===== src/verilog/cmp_ref_pkg.sv =====
// Package for the triple comparator and reference control block.
// Assumes a 16-bit register port with read data one cycle after the strobe.
package cmp_ref_pkg;

  // ****************************************************************
  // Register offsets (word index on the plain register port)
  // ****************************************************************
  localparam logic [2:0] OFS_CTRL1 = 3'h0;
  localparam logic [2:0] OFS_CTRL2 = 3'h1;
  localparam logic [2:0] OFS_CTRL3 = 3'h2;
  localparam logic [2:0] OFS_STAT  = 3'h3;
  localparam logic [2:0] OFS_REF   = 3'h4;
  localparam int         ADDR_W    = 3;

  // ****************************************************************
  // Comparator control field positions
  // ****************************************************************
  localparam int CC_ON     = 15;
  localparam int CC_PIN    = 14;
  localparam int CC_INV    = 13;
  localparam int CC_EVT    = 9;
  localparam int CC_RES    = 8;
  localparam int CC_EDGE_H = 7;
  localparam int CC_EDGE_L = 6;
  localparam int CC_PLUS   = 4;
  localparam int CC_MIN_H  = 1;
  localparam int CC_MIN_L  = 0;
  localparam logic [15:0] CC_WMASK = 16'hE2D3;

  // ****************************************************************
  // Status field positions
  // ****************************************************************
  localparam int ST_IDLE  = 15;
  localparam int ST_EVT_L = 8;
  localparam int ST_RES_L = 0;

  // ****************************************************************
  // Reference control field positions
  // ****************************************************************
  localparam int RC_PLUS   = 10;
  localparam int RC_MIN_H  = 9;
  localparam int RC_MIN_L  = 8;
  localparam int RC_POWER  = 7;
  localparam int RC_PIN    = 6;
  localparam int RC_RANGE  = 5;
  localparam int RC_SOURCE = 4;
  localparam int RC_LVL_H  = 3;
  localparam int RC_LVL_L  = 0;
  localparam logic [15:0] RC_WMASK = 16'h07FF;

  // ****************************************************************
  // Reset values and encodings
  // ****************************************************************
  localparam logic [15:0] RST_CTRL = 16'h0000;
  localparam logic [15:0] RST_STAT = 16'h0000;
  localparam logic [15:0] RST_REF  = 16'h0000;

  localparam logic [1:0] EDGE_NONE = 2'h0;
  localparam logic [1:0] EDGE_RISE = 2'h1;
  localparam logic [1:0] EDGE_FALL = 2'h2;
  localparam logic [1:0] EDGE_ANY  = 2'h3;

  localparam logic [1:0] MINUS_PIN_B = 2'h0;
  localparam logic [1:0] MINUS_PIN_C = 2'h1;
  localparam logic [1:0] MINUS_PIN_D = 2'h2;
  localparam logic [1:0] MINUS_REF   = 2'h3;

  localparam logic [1:0] NREF_BG_HALF  = 2'h0;
  localparam logic [1:0] NREF_BG       = 2'h1;
  localparam logic [1:0] NREF_BG_SIXTH = 2'h2;
  localparam logic [1:0] NREF_PIN      = 2'h3;

  // Ladder tap codes: range one gives level/24, range zero 8/32 + level/32
  localparam logic [5:0] LADDER_LO_BASE = 6'h08;

  // Per-unit event detector state
  typedef enum logic [1:0]
  {
    ARMED = 2'b01,
    FIRED = 2'b10
  } evt_state_t;

endpackage


===== src/verilog/cmp_ref_ctrl.sv =====
// Control for three comparators and their shared programmable reference.
// Assumes a plain register port and analog cores outside this block.
//
// Behaviour
// - Each comparator runs only while enabled
// - Pin drive shows unsynchronised result
// - Polarity bit inverts comparator output
// - Event sets flag, blocks further triggers
// - Code 11 fires on any change
// - Code 10 fires on falling edge
// - Code 01 fires on rising edge
// - Code 00 fires nothing
// - Plus select: reference or pin A
// - Minus select: reference, pins D, C, B
// - Status bits 8-10 copy event flags
// - Status bits 0-2 copy results
// - Idle halt stops all comparators
// - Two ranges of sixteen levels
// - Range sets ladder step and offset
// - Source: reference pins or supply rails
// - Ladder powered only while enabled
// - Pin output connects ladder to pin
// - Plus reference: pin or ladder
// - Minus reference: pin or bandgap taps
// - Unimplemented bits read zero
//
// Added by the designer: strobed register access and the register addresses.
`timescale 1ns/1ps

module cmp_ref_ctrl
  import cmp_ref_pkg::*;
(
  input  wire logic                           sys_clk,   // 10 MHz clock
  input  wire logic                           sys_rst,   // Sync reset, active high
  input  wire logic [cmp_ref_pkg::ADDR_W-1:0] reg_addr,  // Register index
  input  wire logic [15:0]                    reg_wdata, // Write data
  input  wire logic                           reg_wr,    // Write strobe
  input  wire logic                           reg_rd,    // Read strobe
  output logic [15:0]                         reg_rdata, // Read data, next cycle
  input  wire logic                           idle_mode, // Device is in idle
  input  wire logic [2:0]                     analog_raw, // Raw analog results
  output logic [2:0]                          unit_active, // Analog core enables
  output logic [2:0]                          plus_input_select, // 1 = plus ref
  output logic [5:0]                          minus_input_select, // 2 bits per unit
  output logic [2:0]                          result_pin, // Result pins
  output logic [2:0]                          result_pin_oe, // Pin drive enables
  output logic [2:0]                          event_pulse, // Trigger pulses
  output logic                                ladder_power, // Ladder power
  output logic                                ladder_pin_out, // Ladder to pin
  output logic                                ladder_source, // 1 = ref pins
  output logic [5:0]                          ladder_tap, // Ladder tap in 32nds or 24ths
  output logic                                ladder_range, // 1 = 24ths
  output logic                                plus_ref_route, // 1 = ref pin
  output logic [1:0]                          minus_ref_route // Minus ref source
);

  // ****************************************************************
  // Register storage
  // ****************************************************************
  logic [15:0] ctrl_r [3];
  logic        idle_halt_all_r;
  logic [15:0] ref_r;
  logic [15:0] rdata_r;
  logic [2:0]  result_bit;
  logic [2:0]  event_flag;
  logic [2:0]  evt_clear;
  logic [15:0] stat_word;
  logic [15:0] rd_mux;
  logic        run_ok;

  // Read view of a control word with live result and flag
  function automatic logic [15:0] ctrl_view(input logic [15:0] w, input logic evt, input logic res);
    logic [15:0] v;
    v         = w & CC_WMASK;
    v[CC_EVT] = evt;
    v[CC_RES] = res;
    return v;
  endfunction

  // ****************************************************************
  // Comparator units
  // ****************************************************************
  assign run_ok = ~(idle_halt_all_r & idle_mode);

  for (genvar i = 0; i < 3; i++)
  begin : g_unit
    // A zero written to the flag bit re-arms the unit
    assign evt_clear[i] = reg_wr & (reg_addr == (OFS_CTRL1 + 3'(i))) & ~reg_wdata[CC_EVT];

    cmp_unit u_unit (
      .sys_clk           (sys_clk),
      .sys_rst           (sys_rst),
      .comparator_on     (ctrl_r[i][CC_ON]),
      .run_ok            (run_ok),
      .result_invert     (ctrl_r[i][CC_INV]),
      .event_edge_select (ctrl_r[i][CC_EDGE_H:CC_EDGE_L]),
      .event_clear       (evt_clear[i]),
      .analog_raw        (analog_raw[i]),
      .result_bit        (result_bit[i]),
      .event_flag        (event_flag[i]),
      .event_pulse       (event_pulse[i]),
      .active            (unit_active[i])
    );

    // Pin path bypasses the sync on purpose, so it may glitch
    assign result_pin[i]    = (analog_raw[i] ^ ctrl_r[i][CC_INV]) & unit_active[i];
    assign result_pin_oe[i] = ctrl_r[i][CC_PIN];
    assign plus_input_select[i] = ctrl_r[i][CC_PLUS];
    assign minus_input_select[2*i+1 -: 2] = ctrl_r[i][CC_MIN_H:CC_MIN_L];
  end

  // ****************************************************************
  // Reference outputs
  // ****************************************************************
  assign ladder_power    = ref_r[RC_POWER];
  assign ladder_pin_out  = ref_r[RC_PIN] & ref_r[RC_POWER];
  assign ladder_source   = ref_r[RC_SOURCE];
  assign ladder_range    = ref_r[RC_RANGE];
  // Range one taps level/24; range zero adds a quarter-span offset
  assign ladder_tap      = ref_r[RC_RANGE] ? {2'h0, ref_r[RC_LVL_H:RC_LVL_L]} :
                           LADDER_LO_BASE + {2'h0, ref_r[RC_LVL_H:RC_LVL_L]};
  assign plus_ref_route  = ref_r[RC_PLUS];
  assign minus_ref_route = ref_r[RC_MIN_H:RC_MIN_L];

  // ****************************************************************
  // Read decode
  // ****************************************************************
  assign stat_word = {idle_halt_all_r, 4'h0, event_flag, 5'h00, result_bit};
  assign rd_mux = (reg_addr == OFS_CTRL1) ? ctrl_view(ctrl_r[0], event_flag[0], result_bit[0]) :
                  (reg_addr == OFS_CTRL2) ? ctrl_view(ctrl_r[1], event_flag[1], result_bit[1]) :
                  (reg_addr == OFS_CTRL3) ? ctrl_view(ctrl_r[2], event_flag[2], result_bit[2]) :
                  (reg_addr == OFS_STAT)  ? stat_word :
                  (reg_addr == OFS_REF)   ? (ref_r & RC_WMASK) : 16'h0000;
  assign reg_rdata = rdata_r;

  // Control words; flag and result bits live in the units
  always_ff @(posedge sys_clk)
  begin
    if (sys_rst)
    begin
      ctrl_r[0] <= RST_CTRL;
      ctrl_r[1] <= RST_CTRL;
      ctrl_r[2] <= RST_CTRL;
    end
    else if (reg_wr && reg_addr <= OFS_CTRL3)
    begin
      ctrl_r[reg_addr[1:0]] <= reg_wdata & CC_WMASK;
    end
  end

  // Status and reference words
  always_ff @(posedge sys_clk)
  begin
    if (sys_rst)
    begin
      idle_halt_all_r <= RST_STAT[ST_IDLE];
      ref_r           <= RST_REF;
    end
    else
    begin
      if (reg_wr && reg_addr == OFS_STAT)
        idle_halt_all_r <= reg_wdata[ST_IDLE];
      if (reg_wr && reg_addr == OFS_REF)
        ref_r <= reg_wdata & RC_WMASK;
    end
  end

  // Read data stands one cycle only, zero otherwise
  always_ff @(posedge sys_clk)
  begin
    if (sys_rst)
      rdata_r <= 16'h0000;
    else
      rdata_r <= reg_rd ? rd_mux : 16'h0000;
  end

endmodule


===== src/verilog/cmp_unit.sv =====
// One comparator's control: enable, polarity, sync and event logic.
// Assumes the analog core returns its raw result on analog_raw.
`timescale 1ns/1ps

module cmp_unit
  import cmp_ref_pkg::*;
(
  input  wire logic       sys_clk,       // System clock
  input  wire logic       sys_rst,       // Synchronous reset
  input  wire logic       comparator_on, // Unit enable
  input  wire logic       run_ok,        // Low while halted by idle
  input  wire logic       result_invert, // Output polarity
  input  wire logic [1:0] event_edge_select, // Event edge code
  input  wire logic       event_clear,   // Software clears the flag
  input  wire logic       analog_raw,    // Raw result, plus above minus
  output logic            result_bit,    // Synchronised, polarity applied
  output logic            event_flag,    // Sticky event flag
  output logic            event_pulse,   // One-cycle trigger
  output logic            active         // Analog core enable
);

  // ****************************************************************
  // Synchroniser and event detector
  // ****************************************************************
  logic       sync1_r;
  logic       sync2_r;
  logic       prev_r;
  evt_state_t state_r;
  evt_state_t state_nxt;
  logic       rise;
  logic       fall;
  logic       hit;

  assign active     = comparator_on & run_ok;
  assign result_bit = sync2_r;
  assign event_flag = (state_r == FIRED);
  assign rise       = active & sync2_r & ~prev_r;
  assign fall       = active & ~sync2_r & prev_r;
  // Edges seen after polarity, so codes 01/10 swap edge when inverted
  assign hit        = (event_edge_select == EDGE_ANY)  ? (rise | fall) :
                      (event_edge_select == EDGE_RISE) ? rise :
                      (event_edge_select == EDGE_FALL) ? fall : 1'b0;
  assign event_pulse = hit & (state_r == ARMED);

  // Set wins over a clear in the same cycle
  always_comb
  begin
    state_nxt = state_r;
    case (state_r)
      ARMED:   state_nxt = hit ? FIRED : ARMED;
      FIRED:   state_nxt = (event_clear & ~hit) ? ARMED : FIRED;
      default: state_nxt = ARMED;
    endcase
  end

  // Two flops before anything looks at the result
  always_ff @(posedge sys_clk)
  begin
    if (sys_rst)
    begin
      sync1_r <= 1'b0;
      sync2_r <= 1'b0;
      prev_r  <= 1'b0;
      state_r <= ARMED;
    end
    else
    begin
      sync1_r <= (analog_raw ^ result_invert) & active;
      sync2_r <= sync1_r;
      prev_r  <= sync2_r;
      state_r <= state_nxt;
    end
  end

endmodule

===== config.mk =====
export PLATFORM = sky130hd
export DESIGN_NAME = cmp_ref_ctrl
export DESIGN_NICKNAME = d
export VERILOG_FILES = /design/src/verilog/cmp_ref_pkg.sv /design/src/verilog/cmp_ref_ctrl.sv /design/src/verilog/cmp_unit.sv
export SDC_FILE = /design/constraint.sdc
export NUM_CORES = 1
export LEC_CHECK = 0
export ABC_AREA = 1
export BUFFER_PORTS_ARGS = -buffer_cell sky130_fd_sc_hd__clkbuf_2
export CORE_AREA = 2 2 76 78
export DETAILED_ROUTE_END_ITERATION = 6
export DIE_AREA = 0 0 78 80
export GPL_TIMING_DRIVEN = 0
export PLACE_DENSITY_LB_ADDON = 0.15
export SYNTH_ARGS = -nofsm -noshare
export SYNTH_HDL_FRONTEND = slang
export SYNTH_SLANG_ARGS = --single-unit

===== constraint.sdc =====
create_clock -name sys_clk -period 2.5 [get_ports sys_clk]
set_input_delay 0.5 -clock sys_clk [delete_from_list [all_inputs] [get_ports sys_clk]]
set_output_delay 0.5 -clock sys_clk [all_outputs]
set_load 0.01 [all_outputs]

Word level (Yosys, flattened, before mapping):

Memory sizes are Yosys's and may differ from the RTL's.
Index checks and enable logic that the tools add are counted.

* add/subtract/negate cells: 1
* multipliers: 0
* div/mod/pow operators: 0
* magnitude comparators: 1
* eq/ne operators: 19
* shifts and indexed selects: 0
* multiplexer cells: 32
* bitwise logic cells: 51
* reductions and logical operators: 9

Operator list (count)
* $mux W16: 4
* $and A1 B1 Y1: 32
* $eq A2 B2 Y1 const B: 9
* $mux W1: 15
* $mux W2: 7
* $not A1 Y1: 13
* $eq A2 B1 Y1 const B: 6
* $pmux W2 S2: 3
* $mux W11: 1
* $mux W9: 1
* $reduce_or A9 Y1: 1
* $reduce_or A7 Y1: 1
* $eq A3 B2 Y1 const B: 2
* $reduce_or A6 Y1: 1
* $add A4 B4 Y5 const A: 1
* $mux W5: 1
* $reduce_or A5 Y1: 1
* $eq A3 B1 Y1 const B: 1
* $eq A3 B3 Y1 const B: 1
* $le A3 B2 Y1 const B: 1
* $logic_and A1 B1 Y1: 3
* $logic_not A3 Y1: 1
* $or A1 B1 Y1: 3
* $xor A1 B1 Y1: 3
* $reduce_or A2 Y1: 1

* flip-flop bits (word level): 43
* bits in latches: 0
* memory bits (writable): 27
* memory bits (read-only): 0
* input bits: 27
* output and inout bits: 50
* word-level logic and storage cells: 132
* memories: 1

Memories
* ctrl_r: depth 3, bits a word 9, rd ports 3, clocked after memory_dff 0, write ports 3, RTL line cmp_ref_ctrl.sv:60 `logic [15:0] ctrl_r [3];`

Longest topological paths before layout:

* word-level depth: 12
* depth in mapped cells: 9
* depth with buffers taken out: 8

By module:

From an unflattened synthesis, not the netlist that was laid out.

* cells, all modules: 380
* area, all modules: 3120.5 sq um

By module, submodules not included
* cmp_ref_ctrl: instances 1, cells an instance 275, area each 2362.3 sq um, seq. area each 1241.2 sq um
* cmp_unit: instances 3, cells an instance 35, area each 252.7 sq um, seq. area each 100.1 sq um

Worst setup path before layout:

No wires, ideal clock.

* kind: input-to-reg
* start point: input reg_wr
* end point: memory ctrl_r[1][0] in the netlist's numbering, enable pin
* library setup time: 0.329 ns
* arrival: 1.319 ns
* required time: 2.171 ns
* path slack: 0.852 ns
* stages: 5
* path buffers: 1
* cell sequence: buf_4 -> inv_1 -> nor2_1 -> nand2_1 -> nand2_1

RTL lines
* start: declaration: RTL line cmp_ref_ctrl.sv:37 `input wire logic reg_wr,`
* end: declaration: RTL line cmp_ref_ctrl.sv:60

==> summary.txt <==
Worst setup path
  • Delay of the slowest cell on the worst path: 350 ps
  • Worst path cell trace: a21boi_1 > nand3_1 > nor2_1 > buf_4 > clkbuf_2
  • Depth of the worst register-to-register path: 5
  • CP Max Fanout: 4
  • Slowest CP cell: sky130_fd_sc_hd__edfxtp_1
  • Data arrival time at the worst-slack endpoint: 1620 ps
  • Crit path launch type: register
  • Critical path class: register to primary output
  • Crit end category: primary output
  • Crit path required time: 2000 ps

Yosys
  • Adder-cell area share of the yosys netlist: 2.890%
  • Cell with the most instances after synthesis: sky130_fd_sc_hd__nand2_1
  • Combinational family with the most area after synthesis: simple AND/OR/NAND/NOR gates
  • EDFF count, synth: 24
  • Most instantiated flip-flop cell in the synthesis netlist: sky130_fd_sc_hd__dfxtp_1
  • Leading cell types by total area after synthesis: sky130_fd_sc_hd__dfxtp_1 (27%), sky130_fd_sc_hd__edfxtp_1 (24%), sky130_fd_sc_hd__nand2_1 (9.2%)
  • Largest area contributor in the synthesized netlist: sky130_fd_sc_hd__dfxtp_1
  • Synth Cell Area: 3030 µm²
  • Ys Warns: 0
  • Simple-gate portion of the synthesized area: 24.03%
  • Xor/xnor cell area share of the yosys netlist: 0.8671%
  • Proportion of synthesized area in mux cells: 0%
  • Post-Synthesis Mean Instance Area: 8.235 µm²
  • Count of mapped cells out of synthesis: 368
  • Area fraction in compound gates after synthesis: 7.060%
  • Top cells by instance count after synthesis: sky130_fd_sc_hd__nand2_1 (74), sky130_fd_sc_hd__nor2_1 (56), sky130_fd_sc_hd__inv_1 (43)
  • Seq/Total Area, Yosys: 50.87%
  • Post-synthesis register bit count: 65
  • Area share of the largest cell type after synthesis: 27.09%
  • Share of synthesized flip-flops with an asynchronous set or reset: 0%
  • Post-synthesis cell type count: 30

Floorplanning
  • Chip Height: 80 µm
  • Total Die Area: 6240 µm²
  • Std cell rows: 27
  • Die width: 78 µm
  • Area of the core: 5405 µm²
  • Starting density of the core: 56.06%
  • I/O pin cnt: 77

Routing
  • Total via count in the routed design: 2626
  • Routed WL: 7365 µm
  • Initial DRC Count: 230
  • Detailed-route DRC error count: 0
  • Number of iterations in the first detailed-routing pass: 7
  • Detail-routed net length per standard cell: 13.95 µm
  • Vias per cell: 4.973
  • Post-detailed-route count of antenna-violating nets: 0

Pwr
  • Leakage power: 0.001832 µW
  • Power per standard cell area: 675.5 nW/µm²
  • Maximum vdd ir drop: 0.4182 mV
  • Sum of internal, switching and leakage power: 2514 µW

Clock tree
  • Later-pin clock latency in the skew report: 340 ps
  • Clk root buf: sky130_fd_sc_hd__clkbuf_8
  • Reg clk slew, reported paths: 70 ps
  • Setup repair bufs after CTS: 0
  • Clock Tree Buf Depth: 2
  • CTS Sinks: 65
  • Total number of H-tree levels: 3
  • Post-CTS resize count: 0
  • CTS tree: built
  • Number of buffers inserted by hold repair at cts: 0
  • Number of buffers created by CTS: 9

STA
  • Fin. Hold Viols: 0
  • Slew of the pin with the lowest slew margin: 614.8 ps
  • Unrepaired setup endpoints after global routing: no
  • Period utilisation layout: 84.87%
  • Maximum operating frequency: 471.3 MHz
  • Finish-stage setup viols: 0
  • Min cycle time layout: 2122 ps
  • Final worst setup slack: 378.3 ps
  • Final Hold Slack: 406.5 ps
  • Worst clock skew: 6.684 ps
  • Post-route setup TNS: 0 ps
  • Worst slew slack as a fraction of its limit: 59.01%
  • Number of pins exceeding their max-slew limit in the final report: 0

Status
  • Status: completed

Placed design
  • Half-perimeter wire length of the detailed placement result: 5234 µm
  • Count of buffers inserted at the top-level ports: 70
  • Cell count after placement: 512
  • Setup WS pre-CTS: 313.5 ps
  • Final GP Congestion: 0.8425

Finish
  • Filler Cell Count: 484
  • Multi-input gate area: 1067 µm²
  • Antenna diode instance count: 0
  • Proportion of layout cells with a drive suffix above 1: 29.39%
  • Total number of nets in the final design: 485
  • Area added between synthesis and finish: 22.79%
  • Cell Count, Final, Fillers Out: 528
  • Area used by sequential logic in the layout: 1541 µm²

GRT
  • First-pass GRT wire length: 11830 µm
  • Total grt overflow: 0
  • Largest net degree at the start of global routing: 12
  • Initial antenna violation count: 0
  • All-layer global routing usage: 25.40%
  • Number of global-route vias before repair: 2465

Job
  • Max-capacitance violation count: 0

Worst hold path
  • Worst min-delay path category: register to register
  • Hold Path Stages: 2
-- stage by stage --
| step | util [%] | cell area [µm²] |
|---|---|---|
| floorplan | - | 3038 |
| finish | 68.84 | 3721 |
| global placement | 64.35 | 3478 |
| global route | 68.84 | 3721 |
| CTS | 68.84 | 3721 |
| detailed placement | 64.35 | 3478 |
-- layout make-up --
class / instances / area share (%)
timing repair buffer: 70 / 9.415
sequential: 65 / 41.43
buffer: 32 / 6.590
multi-input combinational: 224 / 28.68
clock inverter: 6 / 2.824
clock buffer: 10 / 3.699
inverter: 49 / 4.943
tap: 72 / 2.421
-- metal layers --
metal | wire, µm | GRT usage [%] | vias to the layer above
li1 | - | - | 1305
met1 | 2956 | 31.95 | 1197
met2 | 3611 | 42.76 | 112
met3 | 697 | 4.864 | 12
met4 | 99 | 11.05 | 0
met5 | 0 | 0 | -
-- final timing paths --
kind                            slack, ps                startpoint                           to
worst max-delay path                  380              ctrl_r[0][8]               event_pulse[0]
worst min-delay path                  410  g_unit[1].u_unit.sync1_r  g_unit[1].u_unit.result_bit
worst min register to register        410  g_unit[1].u_unit.sync1_r  g_unit[1].u_unit.result_bit
worst max register to register       1270              ctrl_r[0][8]  g_unit[0].u_unit.state_r[1]
-- cell usage in the layout, fill, tap and decap left out --
master	n
sky130_fd_sc_hd__o21ai_1	2
sky130_fd_sc_hd__nor3_1	6
sky130_fd_sc_hd__buf_1	1
sky130_fd_sc_hd__a31oi_1	3
sky130_fd_sc_hd__a21boi_1	1
sky130_fd_sc_hd__clkinv_2	3
sky130_fd_sc_hd__nand2_1	74
sky130_fd_sc_hd__buf_2	1
sky130_fd_sc_hd__nand2_4	1
sky130_fd_sc_hd__buf_4	27
sky130_fd_sc_hd__a21boi_2	2
sky130_fd_sc_hd__edfxtp_1	24
sky130_fd_sc_hd__inv_2	6
sky130_fd_sc_hd__nor2_2	2
sky130_fd_sc_hd__or2_1	2
sky130_fd_sc_hd__buf_6	3
sky130_fd_sc_hd__nand3_1	25
sky130_fd_sc_hd__nand4_1	1
sky130_fd_sc_hd__ha_1	7
sky130_fd_sc_hd__nor2_1	56
sky130_fd_sc_hd__bufinv_16	3
sky130_fd_sc_hd__o211ai_1	1
sky130_fd_sc_hd__nor2_4	1
sky130_fd_sc_hd__clkbuf_8	10
sky130_fd_sc_hd__conb_1	3
sky130_fd_sc_hd__inv_1	43
sky130_fd_sc_hd__xnor2_1	3
sky130_fd_sc_hd__o21ai_0	13
sky130_fd_sc_hd__clkbuf_2	70
sky130_fd_sc_hd__nand2_2	4
sky130_fd_sc_hd__or2_2	1
sky130_fd_sc_hd__dfxtp_1	41
sky130_fd_sc_hd__a21oi_1	15
sky130_fd_sc_hd__o21a_1	1
-- kinds of logic after synthesis --
| group | Yosys count |
|---|---|
| other cells | 1 |
| buf+inv | 81 |
| xor+xnor | 3 |
| compound gates | 38 |
| simple gates | 173 |
| flops | 65 |
| fa+ha+maj | 7 |
-- sequential cells by signal, summed over array words and instances, names as in the netlist --
signal                    cells
reg_rdata                    14
ref_r                        11
g_unit.u_unit.sync1_r         3
idle_halt_all_r               1
ctrl_r                       24
g_unit.u_unit.state_r         6
g_unit.u_unit.prev_r          3
g_unit.u_unit.result_bit      3
-- worst max-delay path: cells and delay by family, from the launching register on --
family                 cells  cell delay, ps
AOI/OAI and AO/OA          1             300
buffers and inverters      2             240
DFF                        1             350
and+or+nand+nor            2             390
-- report_power, final --
part	leakage [µW]	switching [µW]	internal [µW]	total [µW]
Clock	0.000126	414	685	1100
Sequential	0.000563	24.7	1140	1160
Combinational	0.00114	149	101	250
Note: power is estimated with default switching activity, not from simulation.
